`src/ubm_pkg.sv`:
```
// constants and types shared by the bus-mode signalling block
package ubm_pkg;

  // register byte offsets on the AHB-Lite slave
  localparam int unsigned ADDR_W         = 8;
  localparam logic [7:0]  FUNC_CTRL_OFS  = 8'h00;
  localparam logic [7:0]  IFACE_CTRL_OFS = 8'h04;
  localparam logic [7:0]  INT_MASK_OFS   = 8'h08;
  localparam logic [7:0]  STATUS_OFS     = 8'h0C;

  // field positions
  localparam int unsigned FUNC_ACTIVE_POS = 0;
  localparam int unsigned SIX_WIRE_POS    = 0;
  localparam int unsigned KEEP_CLOCK_POS  = 1;
  localparam int unsigned DDR4_POS        = 2;
  localparam int unsigned ST_MODE_POS     = 0;
  localparam int unsigned ST_DIR_POS      = 2;
  localparam int unsigned ST_ALERT_POS    = 3;
  localparam int unsigned ST_TX_BUSY_POS  = 4;
  localparam int unsigned ST_PENDING_POS  = 5;

  // reset values
  localparam logic FUNC_ACTIVE_RST = 1'b1;
  localparam logic SIX_WIRE_RST    = 1'b0;
  localparam logic KEEP_CLOCK_RST  = 1'b0;
  localparam logic DDR4_RST        = 1'b0;

  // bus signalling
  localparam int unsigned HTRANS_ACTIVE_BIT = 1;
  localparam logic        HRESP_OKAY        = 1'b0;

  // data pin positions in the remapped modes
  localparam int unsigned LINE_LEVEL_POS = 0;
  localparam int unsigned ALERT_POS      = 3;
  localparam int unsigned SENSE_POS      = 4;
  localparam logic [7:0]  OE_LOW_POWER   = 8'hFF;
  localparam logic [7:0]  OE_SERIAL6     = 8'hF8;

  typedef enum logic [1:0] {
    mode_sync,
    mode_low_power,
    mode_serial6
  } ubm_mode_type;

endpackage

```
`src/ubm_pin_if.sv`:
```
// signals between the controller and the data-pin remapper
`timescale 1ns/10ps
`default_nettype none
interface ubm_pin_if;
  ubm_pkg::ubm_mode_type mode;
  logic [7:0]            sync_byte;
  logic                  sync_drive;
  logic [1:0]            line_level;
  logic                  alert;
  logic [2:0]            sense;
  logic [7:0]            pin_in;
  logic [7:0]            pin_out;
  logic [7:0]            pin_oe;
  logic [2:0]            serial_drive;

  modport ctrl (
    output mode, sync_byte, sync_drive, line_level, alert, sense, pin_in,
    input  pin_out, pin_oe, serial_drive
  );
  modport mux (
    input  mode, sync_byte, sync_drive, line_level, alert, sense, pin_in,
    output pin_out, pin_oe, serial_drive
  );
endinterface
`default_nettype wire

```
`src/ubm_top.sv`:
```
// transceiver-side bus-direction, stop and next signalling with mode control
`timescale 1ns/10ps
`default_nettype none
module ubm_top #(
  parameter int unsigned INT_W = 5
) (
  // clock and reset
  input  wire logic             clk_in,
  input  wire logic             reset_n_in,
  // AHB-Lite slave
  input  wire logic             hsel_in,
  input  wire logic [31:0]      haddr_in,
  input  wire logic [1:0]       htrans_in,
  input  wire logic             hwrite_in,
  input  wire logic [2:0]       hsize_in,
  input  wire logic [31:0]      hwdata_in,
  input  wire logic             hready_in,
  output logic      [31:0]      hrdata_out,
  output logic                  hreadyout_out,
  output logic                  hresp_out,
  // link-side pins
  input  wire logic             stp_in,
  output logic                  dir_out,
  output logic                  nxt_out,
  input  wire logic [7:0]       data_in,
  output logic      [7:0]       data_out,
  output logic      [7:0]       data_oe_out,
  // interface clock control
  input  wire logic             ref_clock_present_in,
  output logic                  iface_clock_run_out,
  // received data from the USB receiver
  input  wire logic             rx_active_in,
  input  wire logic             rx_valid_in,
  input  wire logic [7:0]       rx_byte_in,
  output logic                  rx_ready_out,
  // status byte and register read data
  input  wire logic             rxcmd_req_in,
  input  wire logic [7:0]       rxcmd_in,
  input  wire logic             rdata_valid_in,
  input  wire logic [7:0]       rdata_in,
  output logic                  rdata_ready_out,
  // transmit bytes towards the USB transmitter
  input  wire logic             tx_ready_in,
  output logic                  tx_valid_out,
  output logic      [7:0]       tx_byte_out,
  output logic                  tx_end_out,
  // analog front end
  input  wire logic [1:0]       line_level_in,
  input  wire logic             plus_line_sense_in,
  input  wire logic             minus_line_sense_in,
  input  wire logic             differential_receiver_in,
  input  wire logic [INT_W-1:0] int_level_in,
  output logic                  serial_drive_enable_out,
  output logic                  serial_drive_level_out,
  output logic                  serial_drive_single_ended_zero_out
);

  ubm_pin_if pins ();

  ubm_pin_mux u_mux (
    .pins (pins.mux)
  );

  function automatic logic hit(input logic [7:0] addr, input logic [7:0] ofs);
    hit = (addr == ofs);
  endfunction

  // mode and bus state
  ubm_pkg::ubm_mode_type mode;
  ubm_pkg::ubm_mode_type next_mode;
  logic                  dir;
  logic                  dir_prev;
  logic                  next_dir;
  logic                  tx_busy;
  logic                  next_tx_busy;
  logic                  nxt_rx;
  logic [7:0]            sync_byte;
  logic                  sync_drive;
  logic                  alert;
  logic                  rxcmd_pending;
  logic                  clock_run;

  // registers
  logic                  function_active_bit;
  logic                  six_wire_serial_select;
  logic                  keep_clock_running_bit;
  logic                  ddr4_select;
  logic [INT_W-1:0]      int_mask;

  // interrupt tracking
  logic [INT_W-1:0]      int_level_q;
  logic [INT_W-1:0]      int_snapshot;
  logic [INT_W-1:0]      int_changed;

  // bus address phase
  logic                  ap_valid;
  logic                  ap_write;
  logic [7:0]            ap_addr;
  logic [31:0]           rd_data;

  wire                   is_sync;
  wire                   turn;
  wire                   tx_start;
  wire                   tx_nxt;
  wire                   want_up;
  wire                   bus_idle;
  wire                   go_low_power;
  wire                   go_serial6;
  wire                   leave;
  wire                   next_drive;
  wire                   rxcmd_sent;
  wire [7:0]             next_sync_byte;
  wire [INT_W-1:0]       int_edge;
  wire                   int_event;
  wire                   persist;
  wire                   addr_take;
  wire [7:0]             addr_now;
  wire                   wr_data;
  wire                   wr_func;
  wire                   wr_iface;
  wire                   wr_mask;
  wire [31:0]            rd_word;
  wire [31:0]            status_word;

  // mode decode
  assign is_sync  = (mode == ubm_pkg::mode_sync);
  assign turn     = dir ^ dir_prev;

  // transmit path while direction is low
  assign tx_start = is_sync & ~dir & ~turn & ~tx_busy & ~stp_in
                  & (data_in != 8'h00);
  assign tx_nxt   = is_sync & ~dir & ~turn & ~stp_in
                  & (tx_busy | tx_start) & tx_ready_in;

  // direction control
  assign want_up      = rx_active_in | rx_valid_in | rdata_valid_in | rxcmd_pending;
  assign bus_idle     = is_sync & ~dir & ~turn & ~tx_busy & ~tx_start & ~stp_in
                      & ~want_up;
  assign go_low_power = bus_idle & ~function_active_bit;
  assign go_serial6   = bus_idle & function_active_bit & six_wire_serial_select
                      & ~ddr4_select;
  assign leave        = ~is_sync & stp_in;

  assign next_mode = leave ? ubm_pkg::mode_sync :
                     go_low_power ? ubm_pkg::mode_low_power :
                     go_serial6 ? ubm_pkg::mode_serial6 : mode;

  assign next_dir = ~is_sync ? ~leave :
                    (go_low_power | go_serial6) ? 1'b1 :
                    (stp_in | tx_busy | tx_start) ? 1'b0 :
                    want_up;

  // a byte is driven only once the turnaround has passed
  assign next_drive = is_sync & ~go_low_power & ~go_serial6 & next_dir & dir;
  assign rxcmd_sent = next_drive & ~rx_valid_in & ~rdata_valid_in;

  assign next_sync_byte = ~next_drive ? 8'h00 :
                          rx_valid_in ? rx_byte_in :
                          rdata_valid_in ? rdata_in : rxcmd_in;

  assign next_tx_busy = is_sync & ~dir & (tx_start | (tx_busy & ~stp_in));

  // interrupt sources
  assign int_edge  = (int_level_in ^ int_level_q) & int_mask;
  assign int_event = ~is_sync & (int_edge != '0);
  assign persist   = leave & ((int_changed & (int_level_in ^ int_snapshot)) != '0);

  // bus slave decode
  assign addr_take = hsel_in & htrans_in[ubm_pkg::HTRANS_ACTIVE_BIT] & hready_in;
  assign addr_now  = haddr_in[7:0];
  assign wr_data   = ap_valid & ap_write;
  assign wr_func   = wr_data & hit(ap_addr, ubm_pkg::FUNC_CTRL_OFS);
  assign wr_iface  = wr_data & hit(ap_addr, ubm_pkg::IFACE_CTRL_OFS);
  assign wr_mask   = wr_data & hit(ap_addr, ubm_pkg::INT_MASK_OFS);

  assign status_word = ({30'h0, mode} << ubm_pkg::ST_MODE_POS)
                     | ({31'h0, dir} << ubm_pkg::ST_DIR_POS)
                     | ({31'h0, alert} << ubm_pkg::ST_ALERT_POS)
                     | ({31'h0, tx_busy} << ubm_pkg::ST_TX_BUSY_POS)
                     | ({31'h0, rxcmd_pending} << ubm_pkg::ST_PENDING_POS);

  assign rd_word =
    hit(addr_now, ubm_pkg::FUNC_CTRL_OFS) ?
      ({31'h0, function_active_bit} << ubm_pkg::FUNC_ACTIVE_POS) :
    hit(addr_now, ubm_pkg::IFACE_CTRL_OFS) ?
      (({31'h0, six_wire_serial_select} << ubm_pkg::SIX_WIRE_POS)
      | ({31'h0, keep_clock_running_bit} << ubm_pkg::KEEP_CLOCK_POS)
      | ({31'h0, ddr4_select} << ubm_pkg::DDR4_POS)) :
    hit(addr_now, ubm_pkg::INT_MASK_OFS) ? {{(32-INT_W){1'b0}}, int_mask} :
    hit(addr_now, ubm_pkg::STATUS_OFS) ? status_word : 32'h0;

  // outputs
  assign hrdata_out    = rd_data;
  assign hreadyout_out = 1'b1;
  assign hresp_out     = ubm_pkg::HRESP_OKAY;
  assign dir_out       = dir;
  assign nxt_out       = dir ? nxt_rx : tx_nxt;
  assign rx_ready_out    = next_drive;
  assign rdata_ready_out = next_drive & ~rx_valid_in;
  assign iface_clock_run_out = clock_run;
  assign data_out      = pins.pin_out;
  assign data_oe_out   = pins.pin_oe;
  assign serial_drive_enable_out            = pins.serial_drive[0];
  assign serial_drive_level_out             = pins.serial_drive[1];
  assign serial_drive_single_ended_zero_out = pins.serial_drive[2];

  // controller side of the remapper
  assign pins.mode       = mode;
  assign pins.sync_byte  = sync_byte;
  assign pins.sync_drive = sync_drive;
  assign pins.line_level = line_level_in;
  assign pins.alert      = alert;
  assign pins.sense      = {differential_receiver_in, minus_line_sense_in, plus_line_sense_in};
  assign pins.pin_in     = data_in;

  // bus address phase capture and registered read data
  always_ff @(posedge clk_in or negedge reset_n_in)
  begin
    if (!reset_n_in)
    begin
      ap_valid <= 1'b0;
      ap_write <= 1'b0;
      ap_addr  <= 8'h00;
      rd_data  <= 32'h0;
    end
    else
    begin
      ap_valid <= addr_take;
      ap_write <= hwrite_in;
      ap_addr  <= addr_now;
      rd_data  <= (addr_take & ~hwrite_in) ? rd_word : 32'h0;
    end
  end

  // control registers; waking up restores the synchronous settings
  always_ff @(posedge clk_in or negedge reset_n_in)
  begin
    if (!reset_n_in)
    begin
      function_active_bit    <= ubm_pkg::FUNC_ACTIVE_RST;
      six_wire_serial_select <= ubm_pkg::SIX_WIRE_RST;
      keep_clock_running_bit <= ubm_pkg::KEEP_CLOCK_RST;
      ddr4_select            <= ubm_pkg::DDR4_RST;
      int_mask               <= '1;
    end
    else
    begin
      if (leave)
        function_active_bit <= 1'b1;
      else if (wr_func)
        function_active_bit <= hwdata_in[ubm_pkg::FUNC_ACTIVE_POS];
      if (leave)
        six_wire_serial_select <= 1'b0;
      else if (wr_iface)
        six_wire_serial_select <= hwdata_in[ubm_pkg::SIX_WIRE_POS];
      if (wr_iface)
      begin
        keep_clock_running_bit <= hwdata_in[ubm_pkg::KEEP_CLOCK_POS];
        ddr4_select            <= hwdata_in[ubm_pkg::DDR4_POS];
      end
      if (wr_mask)
        int_mask <= hwdata_in[INT_W-1:0];
    end
  end

  // mode, direction and pin drive
  always_ff @(posedge clk_in or negedge reset_n_in)
  begin
    if (!reset_n_in)
    begin
      mode       <= ubm_pkg::mode_sync;
      dir        <= 1'b0;
      dir_prev   <= 1'b0;
      tx_busy    <= 1'b0;
      nxt_rx     <= 1'b0;
      sync_byte  <= 8'h00;
      sync_drive <= 1'b0;
    end
    else
    begin
      mode       <= next_mode;
      dir        <= next_dir;
      dir_prev   <= dir;
      tx_busy    <= next_tx_busy;
      nxt_rx     <= next_drive & rx_valid_in;
      sync_byte  <= next_sync_byte;
      sync_drive <= next_drive;
    end
  end

  // transmit byte hand-off
  always_ff @(posedge clk_in or negedge reset_n_in)
  begin
    if (!reset_n_in)
    begin
      tx_valid_out <= 1'b0;
      tx_byte_out  <= 8'h00;
      tx_end_out   <= 1'b0;
    end
    else
    begin
      tx_valid_out <= tx_nxt;
      if (tx_nxt)
        tx_byte_out <= data_in;
      tx_end_out <= is_sync & tx_busy & stp_in;
    end
  end

  // interrupt latch, alert and pending status byte
  always_ff @(posedge clk_in or negedge reset_n_in)
  begin
    if (!reset_n_in)
    begin
      int_level_q   <= '0;
      int_snapshot  <= '0;
      int_changed   <= '0;
      alert         <= 1'b0;
      rxcmd_pending <= 1'b0;
    end
    else
    begin
      int_level_q <= int_level_in;
      if (go_low_power | go_serial6)
      begin
        int_snapshot <= int_level_in;
        int_changed  <= '0;
      end
      else if (~is_sync)
        int_changed <= int_changed | int_edge;
      alert <= int_event | (alert & ~is_sync);
      rxcmd_pending <= rxcmd_req_in | persist | (rxcmd_pending & ~rxcmd_sent);
    end
  end

  // interface clock runs while the reference clock is present and the block is in synchronous mode, or in 6-wire serial mode when asked to stay on
  always_ff @(posedge clk_in or negedge reset_n_in)
  begin
    if (!reset_n_in)
      clock_run <= 1'b0;
    else
      clock_run <= ref_clock_present_in
                 & (is_sync | (keep_clock_running_bit & (mode == ubm_pkg::mode_serial6)));
  end

endmodule
`default_nettype wire

```
`src/ubm_pin_mux.sv`:
```
// data pin remapping for synchronous, low-power and 6-wire serial modes
`timescale 1ns/10ps
`default_nettype none
module ubm_pin_mux (
  // link to controller
  ubm_pin_if.mux pins
);

  wire       is_sync;
  wire       is_low_power;
  wire       is_serial6;
  wire [7:0] low_power_byte;
  wire [7:0] serial6_byte;

  assign is_sync      = (pins.mode == ubm_pkg::mode_sync);
  assign is_low_power = (pins.mode == ubm_pkg::mode_low_power);
  assign is_serial6   = (pins.mode == ubm_pkg::mode_serial6);

  // line levels pass straight through, alert on its pin, rest low
  assign low_power_byte = ({6'h00, pins.line_level} << ubm_pkg::LINE_LEVEL_POS)
                        | ({7'h00, pins.alert} << ubm_pkg::ALERT_POS);

  // receiver senses on the upper pins, top pin low
  assign serial6_byte = ({5'h00, pins.sense} << ubm_pkg::SENSE_POS)
                      | ({7'h00, pins.alert} << ubm_pkg::ALERT_POS);

  assign pins.pin_out = is_sync ? pins.sync_byte :
                        is_low_power ? low_power_byte : serial6_byte;

  assign pins.pin_oe = is_sync ? {8{pins.sync_drive}} :
                       is_low_power ? ubm_pkg::OE_LOW_POWER : ubm_pkg::OE_SERIAL6;

  // link drives enable, level and single-ended zero on the low pins
  assign pins.serial_drive = is_serial6 ? pins.pin_in[2:0] : 3'h0;

endmodule
`default_nettype wire

```
`config.mk`:
```
export PLATFORM = sky130hd
export DESIGN_NAME = ubm_top
export DESIGN_NICKNAME = d
export VERILOG_FILES = /design/src/ubm_pkg.sv /design/src/ubm_pin_if.sv /design/src/ubm_top.sv /design/src/ubm_pin_mux.sv
export SDC_FILE = /design/constraint.sdc
export NUM_CORES = 1
export LEC_CHECK = 0
export BUFFER_PORTS_ARGS = -buffer_cell sky130_fd_sc_hd__buf_2
export CORE_MARGIN = 2
export CORE_UTILIZATION = 44
export DETAILED_ROUTE_END_ITERATION = 6
export PLACE_DENSITY = 0.81
export RECOVER_POWER = 100
export SETUP_SLACK_MARGIN = 0.1
export SYNTH_ARGS = -nofsm -noshare
export SYNTH_HDL_FRONTEND = slang
export SYNTH_HIERARCHICAL = 1
export SYNTH_SLANG_ARGS = --single-unit
```
`constraint.sdc`:
```
create_clock -name clk_in -period 2.1 [get_ports clk_in]
set_input_delay 0.105 -clock clk_in [delete_from_list [all_inputs] [get_ports clk_in]]
set_output_delay 0.105 -clock clk_in [all_outputs]
set_load 0.03 [all_outputs]
```
==> reports/results.ini, run 1 <==
[hold_path]
worstHoldStart = htrans_in[1]
holdPathStages = 2
holdCritPathClass = in -> reg
whs_endpoint = ap_valid

[global_routing]
grt_antenna_before_repair = 0
first_global_vias = 2570
grt_start_max_net_pins = 45
grt.total_usage_pct = 18.53
global_route_wire_length_before_repair_mm = 11.98
grt_overflow = 0

[synth]
ys_ff_latch = 68
synth_top_flop_cell = dfrtp_1
syn-instance-count = 290
synthesis.area_per_instance_um2 = 11.17
number_of_enable_type_register_cells_in_the_synthesized_netlist = 0
synth_area_um2 = 3238
yosysWarnings = 6
ys_async_sr_fraction_pct = 100.0
seq_area_frac_synth_pct = 52.78
ys_types = 42

[power_and_ir_drop]
power.density_cell_area_nw_per_um2 = 795.8
power.ir.vdd_worst_v = 0.0003104
total_leakage_power_nw = 2.001

[finish]
most_common_cell_after_layout_fill_and_taps_aside = dfrtp_1
insertedDiodeCount = 0
drive_gt1_share_pct = 27.29
final.fill_count = 645
nNetsFinal = 543
final_cell_mix = 62 x dfrtp_1, 54 x clkbuf_1, 53 x buf_2, 36 x nor2_1, 28 x conb_1
syn_to_final_growth_pct = 27.82
final_core_util_pct = 57.68

[sta]
hold_viol = 0
tightest_pin_transition_ps = 1396
maxSlewHeadroom_pct = 6.948
setup_viol = 0
layout_worst_path_cycle_share_pct = 95.11
fmax_ghz = 0.5007
timing.setup.tns_ps = 0
maxSlewViolCount = 0
grt_setup_unrepaired = false
final.hold.worst_slack_ps = 8.861
timing.final.crit_period_ps = 1997
finClkSkew_ps = 9.749

[clock_network]
insertion_delay_ps = 340
h-tree-depth = 3
clock_path_buffers = 2
clock_tree.root_cell = clkbuf_8
numClockSinks = 68
cts_tree = done
worst_setup_hold_path_clk_slew_ps = 80
tritoncts.num_buffers = 9

[worst_setup_path]
worst-setup-path-type = in -> reg
crit_path_start_kind = primary input
worst-endpoint-required_ps = 2290
worst_reg2reg_path_depth = 3
critPathArrivalTime_ps = 2190
crit_path_cell_trace = dlygate4sd3_1 -> clkbuf_1 -> or4_4 -> nor4_1 -> clkbuf_1 -> nor3b_1 -> a2111oi_2
r2r-start = ap_addr[5]
timing.critical_path.slowest_cell_delay_ps = 550
critical_path_endpoint_category = flip-flop
crit-reg2reg-capture = keep_clock_running_bit
crit_fanout = 3
cpMostUsedCell = clkbuf_1
minimum_setup_slack_among_reg_to_reg_paths_ps = 110
critPathLaunch = haddr_in[7]
cpMaxStageDelayCell = dlygate4sd3_1

[placement]
hpwlAfterDp_mm = 5.327
numPortBuffers = 107
gp_routability_congestion = 0.8127

[route]
average_via_count_per_standard_cell = 4.826
post_drt_wl_per_cell_um = 13.87
post-route-drc-count = 0
postRouteWirelength_mm = 7.266
vias_after_detailed_routing = 2529
detailedRoute.firstIterationViolations = 117
total_iterations_of_the_first_detailed_routing_run = 5
final_antenna_net_count = 0

[die]
fp.dieH_um = 89.79
placement_rows = 31
ios = 191
core-area_um2 = 7176
floorplan.die_area_um2 = 8061
horizontal_die_dimension_um = 89.79
start_util_pct = 45.13

[outcome]
status = finished clean

[job]
cap_viol_max_count = 0

cell usage after synthesis (all sizes together), types with 2 or more instances:
library cell / number / area, um2
dfrtp: 62 / 1551
nor2: 38 / 150.1
inv: 8 / 30.03
nor2b: 2 / 12.51
a22o: 3 / 26.28
mux2i: 14 / 140.1
or3: 3 / 18.77
or2: 2 / 15.02
a2111oi: 3 / 45.04
mux2: 21 / 240.2
conb: 2 / 7.510
and2: 7 / 43.79
clkbuf: 8 / 30.03
nand2: 11 / 41.29
a22oi: 4 / 30.03
a31oi: 6 / 37.54
buf: 35 / 260.2
xor2: 10 / 87.58
nor4: 5 / 31.28
nor3: 3 / 15.01
dfstp: 6 / 157.7
a21oi: 15 / 75.07
and3: 3 / 18.77
or4: 5 / 52.55
o31a: 2 / 17.52
kinds of logic (layout without fill, tap and decap cells):
group	after synthesis	in the layout	synth area share [%]
AND/OR/NAND/NOR	85	85	13.83
flip-flops	68	68	52.78
buffers and inverters	51	160	9.892
AO/OA/AOI/OAI	39	39	8.810
multiplexers	35	35	11.75
XOR/XNOR	10	10	2.705
other	2	28	0.2319
sequential cells by signal, summed over array words and instances, names as in the netlist, 2 cells and up:
signal and count:
ap_addr 8, pins.sync_byte 8, tx_byte_out 8, hrdata_out 6
int_changed 5, int_level_q 5, int_mask 5, int_snapshot 5
mode 2
through the flow:
stage | power, mW | area (um2) | worst slack (ps) | instances
floorplan | 1.943 | 3336 | 210.0 | 316
global placement | 2.108 | 3777 | 202.3 | 487
detailed placement | 2.125 | 3777 | 154.4 | 487
CTS | 3.338 | 4187 | 138.0 | 521
global route | 3.431 | 4139 | 57.87 | 524
finish | 3.294 | 4139 | 102.7 | 524
worst max-delay path by stage:
stage	slack [ps]	to
after floorplan	210	tx_byte_out[0]
after global placement	200	int_snapshot[0]
after detailed placement	150	int_snapshot[4]
after CTS	140	int_snapshot[4]
after global routing	60	hrdata_out[0]
final	100	hrdata_out[0]
where the power goes:
part	switching, mW	internal, mW	total [mW]	leakage [nW]
clock network	0.518	0.676	1.19	0.114
registers	0.0514	1.41	1.47	0.853
logic	0.425	0.208	0.634	1.03
total	0.995	2.30	3.29	2.00
final cells by class:
type	instances	area, um2	area share (%)
clock buffers	9	123.9	2.993
clock inverters	7	100.1	2.418
inverters	8	30.03	0.7255
multi-input cells	197	1313	31.71
flip-flops and latches	68	1709	41.29
well taps	99	123.9	2.993
repair buffers	136	739.5	17.87
timing repair:
action,4_1_cts,5_1_grt
pin swaps,0,1
resized for setup,2,6
buffers inserted,0,3
hold buffers,18,0
endpoints found under the hold margin,39,0
endpoints found under the setup margin,1,8
per-layer routing:
metal / up-vias / GRT usage, % / routed length, um
met5: - / 0 / 0
met4: 0 / 7.179 / 78
met3: 7 / 3.856 / 457
met2: 94 / 31.76 / 3711
met1: 1221 / 23.14 / 3019
li1: 1207 / - / -
critical path, delay by kind of cell:
| family | cells | cell delay [ps] |
|---|---|---|
| and+or+nand+nor | 3 | 1070 |
| buffers and inverters | 3 | 920 |
| AOI/OAI and AO/OA | 1 | 80 |
Note: power is estimated with default switching activity, not from simulation.
==> run 2, diff against run 1 <==
ABC_AREA = 1   (was unset)
CORE_UTILIZATION = 45   (was 44)
==> reports/results.ini, run 2 <==
[global_routing]
grt_antenna_before_repair = 0  ; unchanged
grt_overflow = 0  ; unchanged
grt_start_max_net_pins = 42  ; -6.7%
grt.total_usage_pct = 19.64  ; +1.1 points
global_route_wire_length_before_repair_mm = 13.16  ; +9.9%
first_global_vias = 2949  ; +15%

[finish]
stdcell_area_um2 = 4337  ; +4.8%
final_core_util_pct = 57.01  ; -0.67 points
final_cell_mix = 89 x nand2_1, 62 x dfrtp_1, 53 x buf_2, 47 x inv_1, 43 x clkbuf_1
insertedDiodeCount = 0  ; unchanged
reg.largest.list = ap_addr x8, pins.sync_byte x8, tx_byte_out x8
most_common_cell_after_layout_fill_and_taps_aside = nand2_1
syn_to_final_growth_pct = 25.08
drive_gt1_share_pct = 23.49  ; -3.8 points
nNetsFinal = 663  ; +22%

[sta]
setup_viol = 0  ; unchanged
hold_viol = 1  ; +1
fmax_ghz = 0.5140  ; +2.7%
timing.final.ws_setup_ps = 154.5  ; +51.82 ps
layout_worst_path_cycle_share_pct = 92.64  ; -2.5 points
final.hold.worst_slack_ps = -6.556  ; -15.42 ps
timing.setup.tns_ps = 0  ; unchanged
maxSlewViolCount = 0  ; unchanged
tightest_pin_transition_ps = 1456  ; +59.73 ps
maxSlewHeadroom_pct = 2.966  ; -4.0 points
grt_setup_unrepaired = true
finClkSkew_ps = 10.80  ; +1.048 ps
timing.final.crit_period_ps = 1945  ; -51.82 ps

[clock_network]
clock_tree.root_cell = clkbuf_8
clock_path_buffers = 2  ; unchanged
numClockSinks = 68  ; unchanged
worst_setup_hold_path_clk_slew_ps = 70  ; about the same
h-tree-depth = 3  ; unchanged
cts_tree = done
tritoncts.num_buffers = 9  ; unchanged
insertion_delay_ps = 340  ; about the same

[route]
post-route-drc-count = 0  ; unchanged
vias_after_detailed_routing = 3007  ; +19%
final_antenna_net_count = 0  ; unchanged
detailedRoute.firstIterationViolations = 94  ; -20%
average_via_count_per_standard_cell = 4.648  ; -3.7%
post_drt_wl_per_cell_um = 12.46  ; -10%
total_iterations_of_the_first_detailed_routing_run = 7  ; +2
postRouteWirelength_mm = 8.064  ; +11%

[outcome]
failed_checks = negative hold slack
status = finished, violations left

[synth]
synthesis.area_per_instance_um2 = 8.561  ; -23%
ys_types = 34  ; -19%
synth_top_flop_cell = dfrtp_1
synth_area_um2 = 3467  ; +7.1%
synth.top_cells.by_area = dfrtp_1 45%, nand2_1 9.6%, buf_4 7.8%
yosysWarnings = 6  ; unchanged
post_synth_most_frequent_cells = 89 x nand2_1, 62 x dfrtp_1, 48 x inv_1
seq_area_frac_synth_pct = 49.30  ; -3.5 points
syn-instance-count = 405  ; +40%
synth_top_area_share_pct = 44.75  ; -3.2 points
ys_ff_latch = 68  ; unchanged
number_of_enable_type_register_cells_in_the_synthesized_netlist = 0  ; unchanged
post-synth-top-area-cell = dfrtp_1
post-synth-top-count-cell = nand2_1
ys_async_sr_fraction_pct = 100.0  ; unchanged

[worst_setup_path]
critical_path_endpoint_category = output port
cp.buffers_inverters = 4  ; +1
cpMostUsedCell = nand2_1
timing.critical_path.slowest_cell_delay_ps = 470  ; -80 ps
worst-endpoint-required_ps = 2000  ; -290 ps
critPathArrivalTime_ps = 1840  ; -350 ps
worst-setup-path-type = reg -> out
critical-path-top-delay-family = simple AND/OR/NAND/NOR gates
crit_path_start_kind = flip-flop
crit_path_cell_trace = inv_2 -> nand2_4 -> nor2_4 -> nand2_2 -> nand2_1 -> nand3_2 -> nand2_1 -> inv_4 -> nand2_8 -> inv_1 -> buf_4
crit_fanout = 5  ; +2
cpMaxStageDelayCell = dfrtp_1

[job]
cap_viol_max_count = 0  ; unchanged

[power_and_ir_drop]
total_leakage_power_nw = 2.359  ; +18%
power.density_cell_area_nw_per_um2 = 766.9  ; -3.6%
power.ir.vdd_worst_v = 0.0002584  ; -17%

[die]
ios = 191  ; unchanged
core-area_um2 = 7607  ; +6.0%
horizontal_die_dimension_um = 91.78  ; +2.2%
floorplan.die_area_um2 = 8423  ; +4.5%
placement_rows = 32  ; +3.2%
start_util_pct = 45.58  ; +0.45 points
fp.dieH_um = 91.78  ; +2.2%

[placement]
hpwlAfterDp_mm = 5.865  ; +10%
numPortBuffers = 107  ; unchanged
gp_routability_congestion = 0.8157  ; +0.37%
place_worst_setup_slack_ps = 309.6  ; +155.1 ps
placement.cell_area_um2 = 3961  ; +4.9%

[hold_path]
holdCritPathClass = in -> reg

run 2: final timing paths:
check | startpoint | endpoint | slack, ps | cells after the start
max | dir_out | rx_ready_out | 150 | 11
min | hwdata_in[2] | ddr4_select | -7 | 3
max reg2reg | dir_out | pins.sync_byte[6] | 220 | 11
min reg2reg | tx_byte_out[7] | tx_byte_out[7] | 480 | 2
max in group asynchronous | reset_n_in | int_mask[0] | 380 | 3
min in group asynchronous | reset_n_in | tx_end_out | 650 | 2
run 2: cell type report:
class | count | area [um2]
clock buffer | 14 | 152.6
clock inverter | 2 | 10.01
fill | 716 | 3271
inverter | 53 | 203.9
multi-input combinational | 270 | 1358
sequential | 68 | 1709
tap | 102 | 127.6
timing repair buffer | 138 | 775.7
run 2: layer usage:
layer	share of wire (%)	routed length (um)	up-vias	track usage (%)
li1	-	-	1477	-
met1	41	3338	1411	23.90
met2	51	4142	105	35.11
met3	5.4	437	14	2.547
met4	1.8	146	0	8.085
met5	0	0	-	0
run 2: metrics by stage:
step	instances	total power, mW	hold slack [ps]
3_5_place_dp	603	2.394	160.5
5_1_grt	647	3.481	9.972
2_1_floorplan	431	2.175	-190.6
3_3_place_gp	603	2.366	150.4
4_1_cts	643	3.342	1.773
6_report	647	3.326	-6.556
run 2: report_power, final:
group	internal, mW	total (mW)	switching (mW)
logic	0.255	0.886	0.630
clock network	0.459	0.925	0.466
registers	1.44	1.51	0.0732
total	2.16	3.33	1.17
run 2: what timing repair did:
item	4_1_cts	5_1_grt
buffers inserted	1	4
setup endpoints to repair	3	3
endpoints found under the hold margin	49	0
resized for setup	3	6
hold buffers	23	0
pin swaps	1	3
run 2: logic make-up after synthesis:
| group | after synthesis | share of synthesized area [%] |
|---|---|---|
| flip-flops | 68 | 49.30 |
| buffers and inverters | 93 | 14.58 |
| AO/OA/AOI/OAI | 54 | 8.048 |
| XOR/XNOR | 3 | 0.7580 |
| other | 2 | 0.2166 |
| AND/OR/NAND/NOR | 173 | 23.49 |
| multiplexers | 12 | 3.609 |
run 2: worst min-delay path: cells and delay by family:
| kind | cells | cell delay [ps] |
|---|---|---|
| buffers and inverters | 1 | 90 |
| and+or+nand+nor | 1 | 50 |
| AOI/OAI and AO/OA | 1 | 60 |
==> run 3, diff against run 2 <==
CTS_BUF_LIST = sky130_fd_sc_hd__clkbuf_8 sky130_fd_sc_hd__clkbuf_16   (was unset)
==> reports/results.ini, run 3 (same netlist as run 2, synthesis figures left out) <==
[sta]
timing.final.crit_period_ps = 1946  ; +0.1090 ps
timing.setup.tns_ps = 0  ; unchanged
final.hold.worst_slack_ps = -8.727  ; -2.171 ps
maxSlewViolCount = 0  ; unchanged
layout_worst_path_cycle_share_pct = 92.65  ; about the same
finClkSkew_ps = 10.03  ; -0.7698 ps
hold_viol = 1  ; unchanged
tightest_pin_transition_ps = 1464  ; +8.359 ps
setup_viol = 0  ; unchanged
grt_setup_unrepaired = true
fmax_ghz = 0.5140  ; about the same
maxSlewHeadroom_pct = 2.409  ; -0.56 points

[job]
cap_viol_max_count = 0  ; unchanged

[worst_setup_path]
crit_path_start_kind = flip-flop
worst-endpoint-required_ps = 2000  ; about the same
critPathLaunch = dir_out
r2r-start = dir_out
crit_fanout = 5  ; unchanged
worst-setup-path-type = reg -> out
critPathArrivalTime_ps = 1840  ; about the same
critical_path_endpoint_category = output port

[die]
floorplan.die_area_um2 = 8423  ; unchanged
ios = 191  ; unchanged
fp.dieH_um = 91.78  ; unchanged
placement_rows = 32  ; unchanged
start_util_pct = 45.58  ; unchanged
horizontal_die_dimension_um = 91.78  ; unchanged
core-area_um2 = 7607  ; unchanged

[global_routing]
met2_usage_pct = 35.11  ; unchanged
globalRouteMet3Util_pct = 2.547  ; unchanged
grt.total_usage_pct = 19.64  ; unchanged
first_global_vias = 2949  ; unchanged
grt_overflow = 0  ; unchanged
grt_antenna_before_repair = 0  ; unchanged
grt_start_max_net_pins = 42  ; unchanged
global_route_wire_length_before_repair_mm = 13.16  ; unchanged
grt_busiest_layer = met2
met1_usage_pct = 23.90  ; unchanged

[outcome]
status = finished, violations left
failed_checks = negative hold slack

[finish]
most_common_cell_after_layout_fill_and_taps_aside = nand2_1
final.fill_count = 716  ; unchanged
drive_gt1_share_pct = 23.49  ; unchanged
syn_to_final_growth_pct = 25.08  ; unchanged
insertedDiodeCount = 0  ; unchanged
final_cell_mix = 89 x nand2_1, 62 x dfrtp_1, 53 x buf_2, 51 x inv_1, 39 x clkbuf_1
nNetsFinal = 663  ; unchanged
final_cell_count_no_fill = 647  ; unchanged
reg.largest.list = ap_addr x8, pins.sync_byte x8, tx_byte_out x8

[clock_network]
worst_setup_hold_path_clk_slew_ps = 70  ; about the same
tritoncts.num_buffers = 9  ; unchanged
insertion_delay_ps = 350  ; about the same
h-tree-depth = 3  ; unchanged
clock_path_buffers = 2  ; unchanged
numClockSinks = 68  ; unchanged
clock_tree.root_cell = clkbuf_8
cts_tree = done

[route]
post_drt_wl_per_cell_um = 12.44  ; -0.16%
total_iterations_of_the_first_detailed_routing_run = 6  ; -1
vias_after_detailed_routing = 2992  ; -0.50%
average_via_count_per_standard_cell = 4.624  ; -0.50%
post-route-drc-count = 0  ; unchanged
postRouteWirelength_mm = 8.051  ; -0.16%
detailedRoute.firstIterationViolations = 96  ; +2.1%
final_antenna_net_count = 0  ; unchanged

[power_and_ir_drop]
power.density_cell_area_nw_per_um2 = 762.7  ; -0.55%
power.ir.vdd_worst_v = 0.0002632  ; +1.9%
total_leakage_power_nw = 2.375  ; +0.70%

[placement]
gp_routability_congestion = 0.8157  ; unchanged
hpwlAfterDp_mm = 5.865  ; unchanged
numPortBuffers = 107  ; unchanged
placed_cells_incl_taps = 603  ; unchanged

[hold_path]
holdCritPathClass = in -> reg
worstHoldStart = hwdata_in[2]

run 3: changes by cell type in the layout (fill, tap and decap cells not counted), sizes merged:
cell | before | now
inv | 53 | 57
clkbuf | 70 | 66
run 3: power by group:
part           internal, mW  switching [mW]
clock                 0.440           0.468
combinational         0.255           0.630
sequential             1.44          0.0727
run 3: critical path, cell delays in order (launching register included):
cell and delay (ps):
dfrtp_1 470, inv_2 150, nand2_4 80, nor2_4 140
nand2_2 80, nand2_1 70, nand3_2 80, nand2_1 100
inv_4 60, nand2_8 60, inv_1 50, buf_4 160
run 3: what timing repair did:
| item | 4_1_cts | 5_1_grt |
|---|---|---|
| hold endpoints to repair | 49 | 0 |
| hold buffers | 23 | 0 |
| pin swaps | 1 | 3 |
| endpoints found under the setup margin | 3 | 3 |
| setup buffers | 1 | 4 |
| resized for setup | 3 | 6 |
run 3: layout make-up:
class | instances | area [um2] | share of cell area (%)
clock inverter | 6 | 25.02 | 0.5770
sequential | 68 | 1709 | 39.41
clock buffer | 10 | 137.6 | 3.174
tap | 102 | 127.6 | 2.943
timing repair buffer | 138 | 775.7 | 17.89
multi-input combinational | 270 | 1358 | 31.30
inverter | 53 | 203.9 | 4.703
run 3: final timing paths:
| check | endpoint | slack, ps | depth (start not counted) |
|---|---|---|---|
| hold reg to reg | tx_byte_out[7] | 480 | 2 |
| setup / recovery | rx_ready_out | 150 | 11 |
| hold / removal | ddr4_select | -9 | 3 |
| setup reg to reg | pins.sync_byte[6] | 230 | 11 |
| min in group asynchronous | tx_busy | 650 | 2 |
| max in group asynchronous | int_mask[0] | 380 | 3 |
run 3: layer usage:
layer  vias to the layer above  part of all wire, %
met4                         0                  1.9
met2                       100                   51
met3                        14                  5.3
met5                         -                    0
met1                      1405                   41
li1                       1473                    -
run 3: per-stage QoR:
| stage | utilization, % | power (mW) | worst slack [ps] | area (um2) |
|---|---|---|---|---|
| global placement | 52.07 | 2.366 | 351.4 | 3961 |
| CTS | 57.48 | 3.324 | 64.56 | 4373 |
| finish | 57.01 | 3.308 | 154.4 | 4337 |
| global route | 57.01 | 3.463 | 41.35 | 4337 |
| floorplan | - | 2.175 | 394.3 | 3565 |
| detailed placement | 52.07 | 2.394 | 309.6 | 3961 |
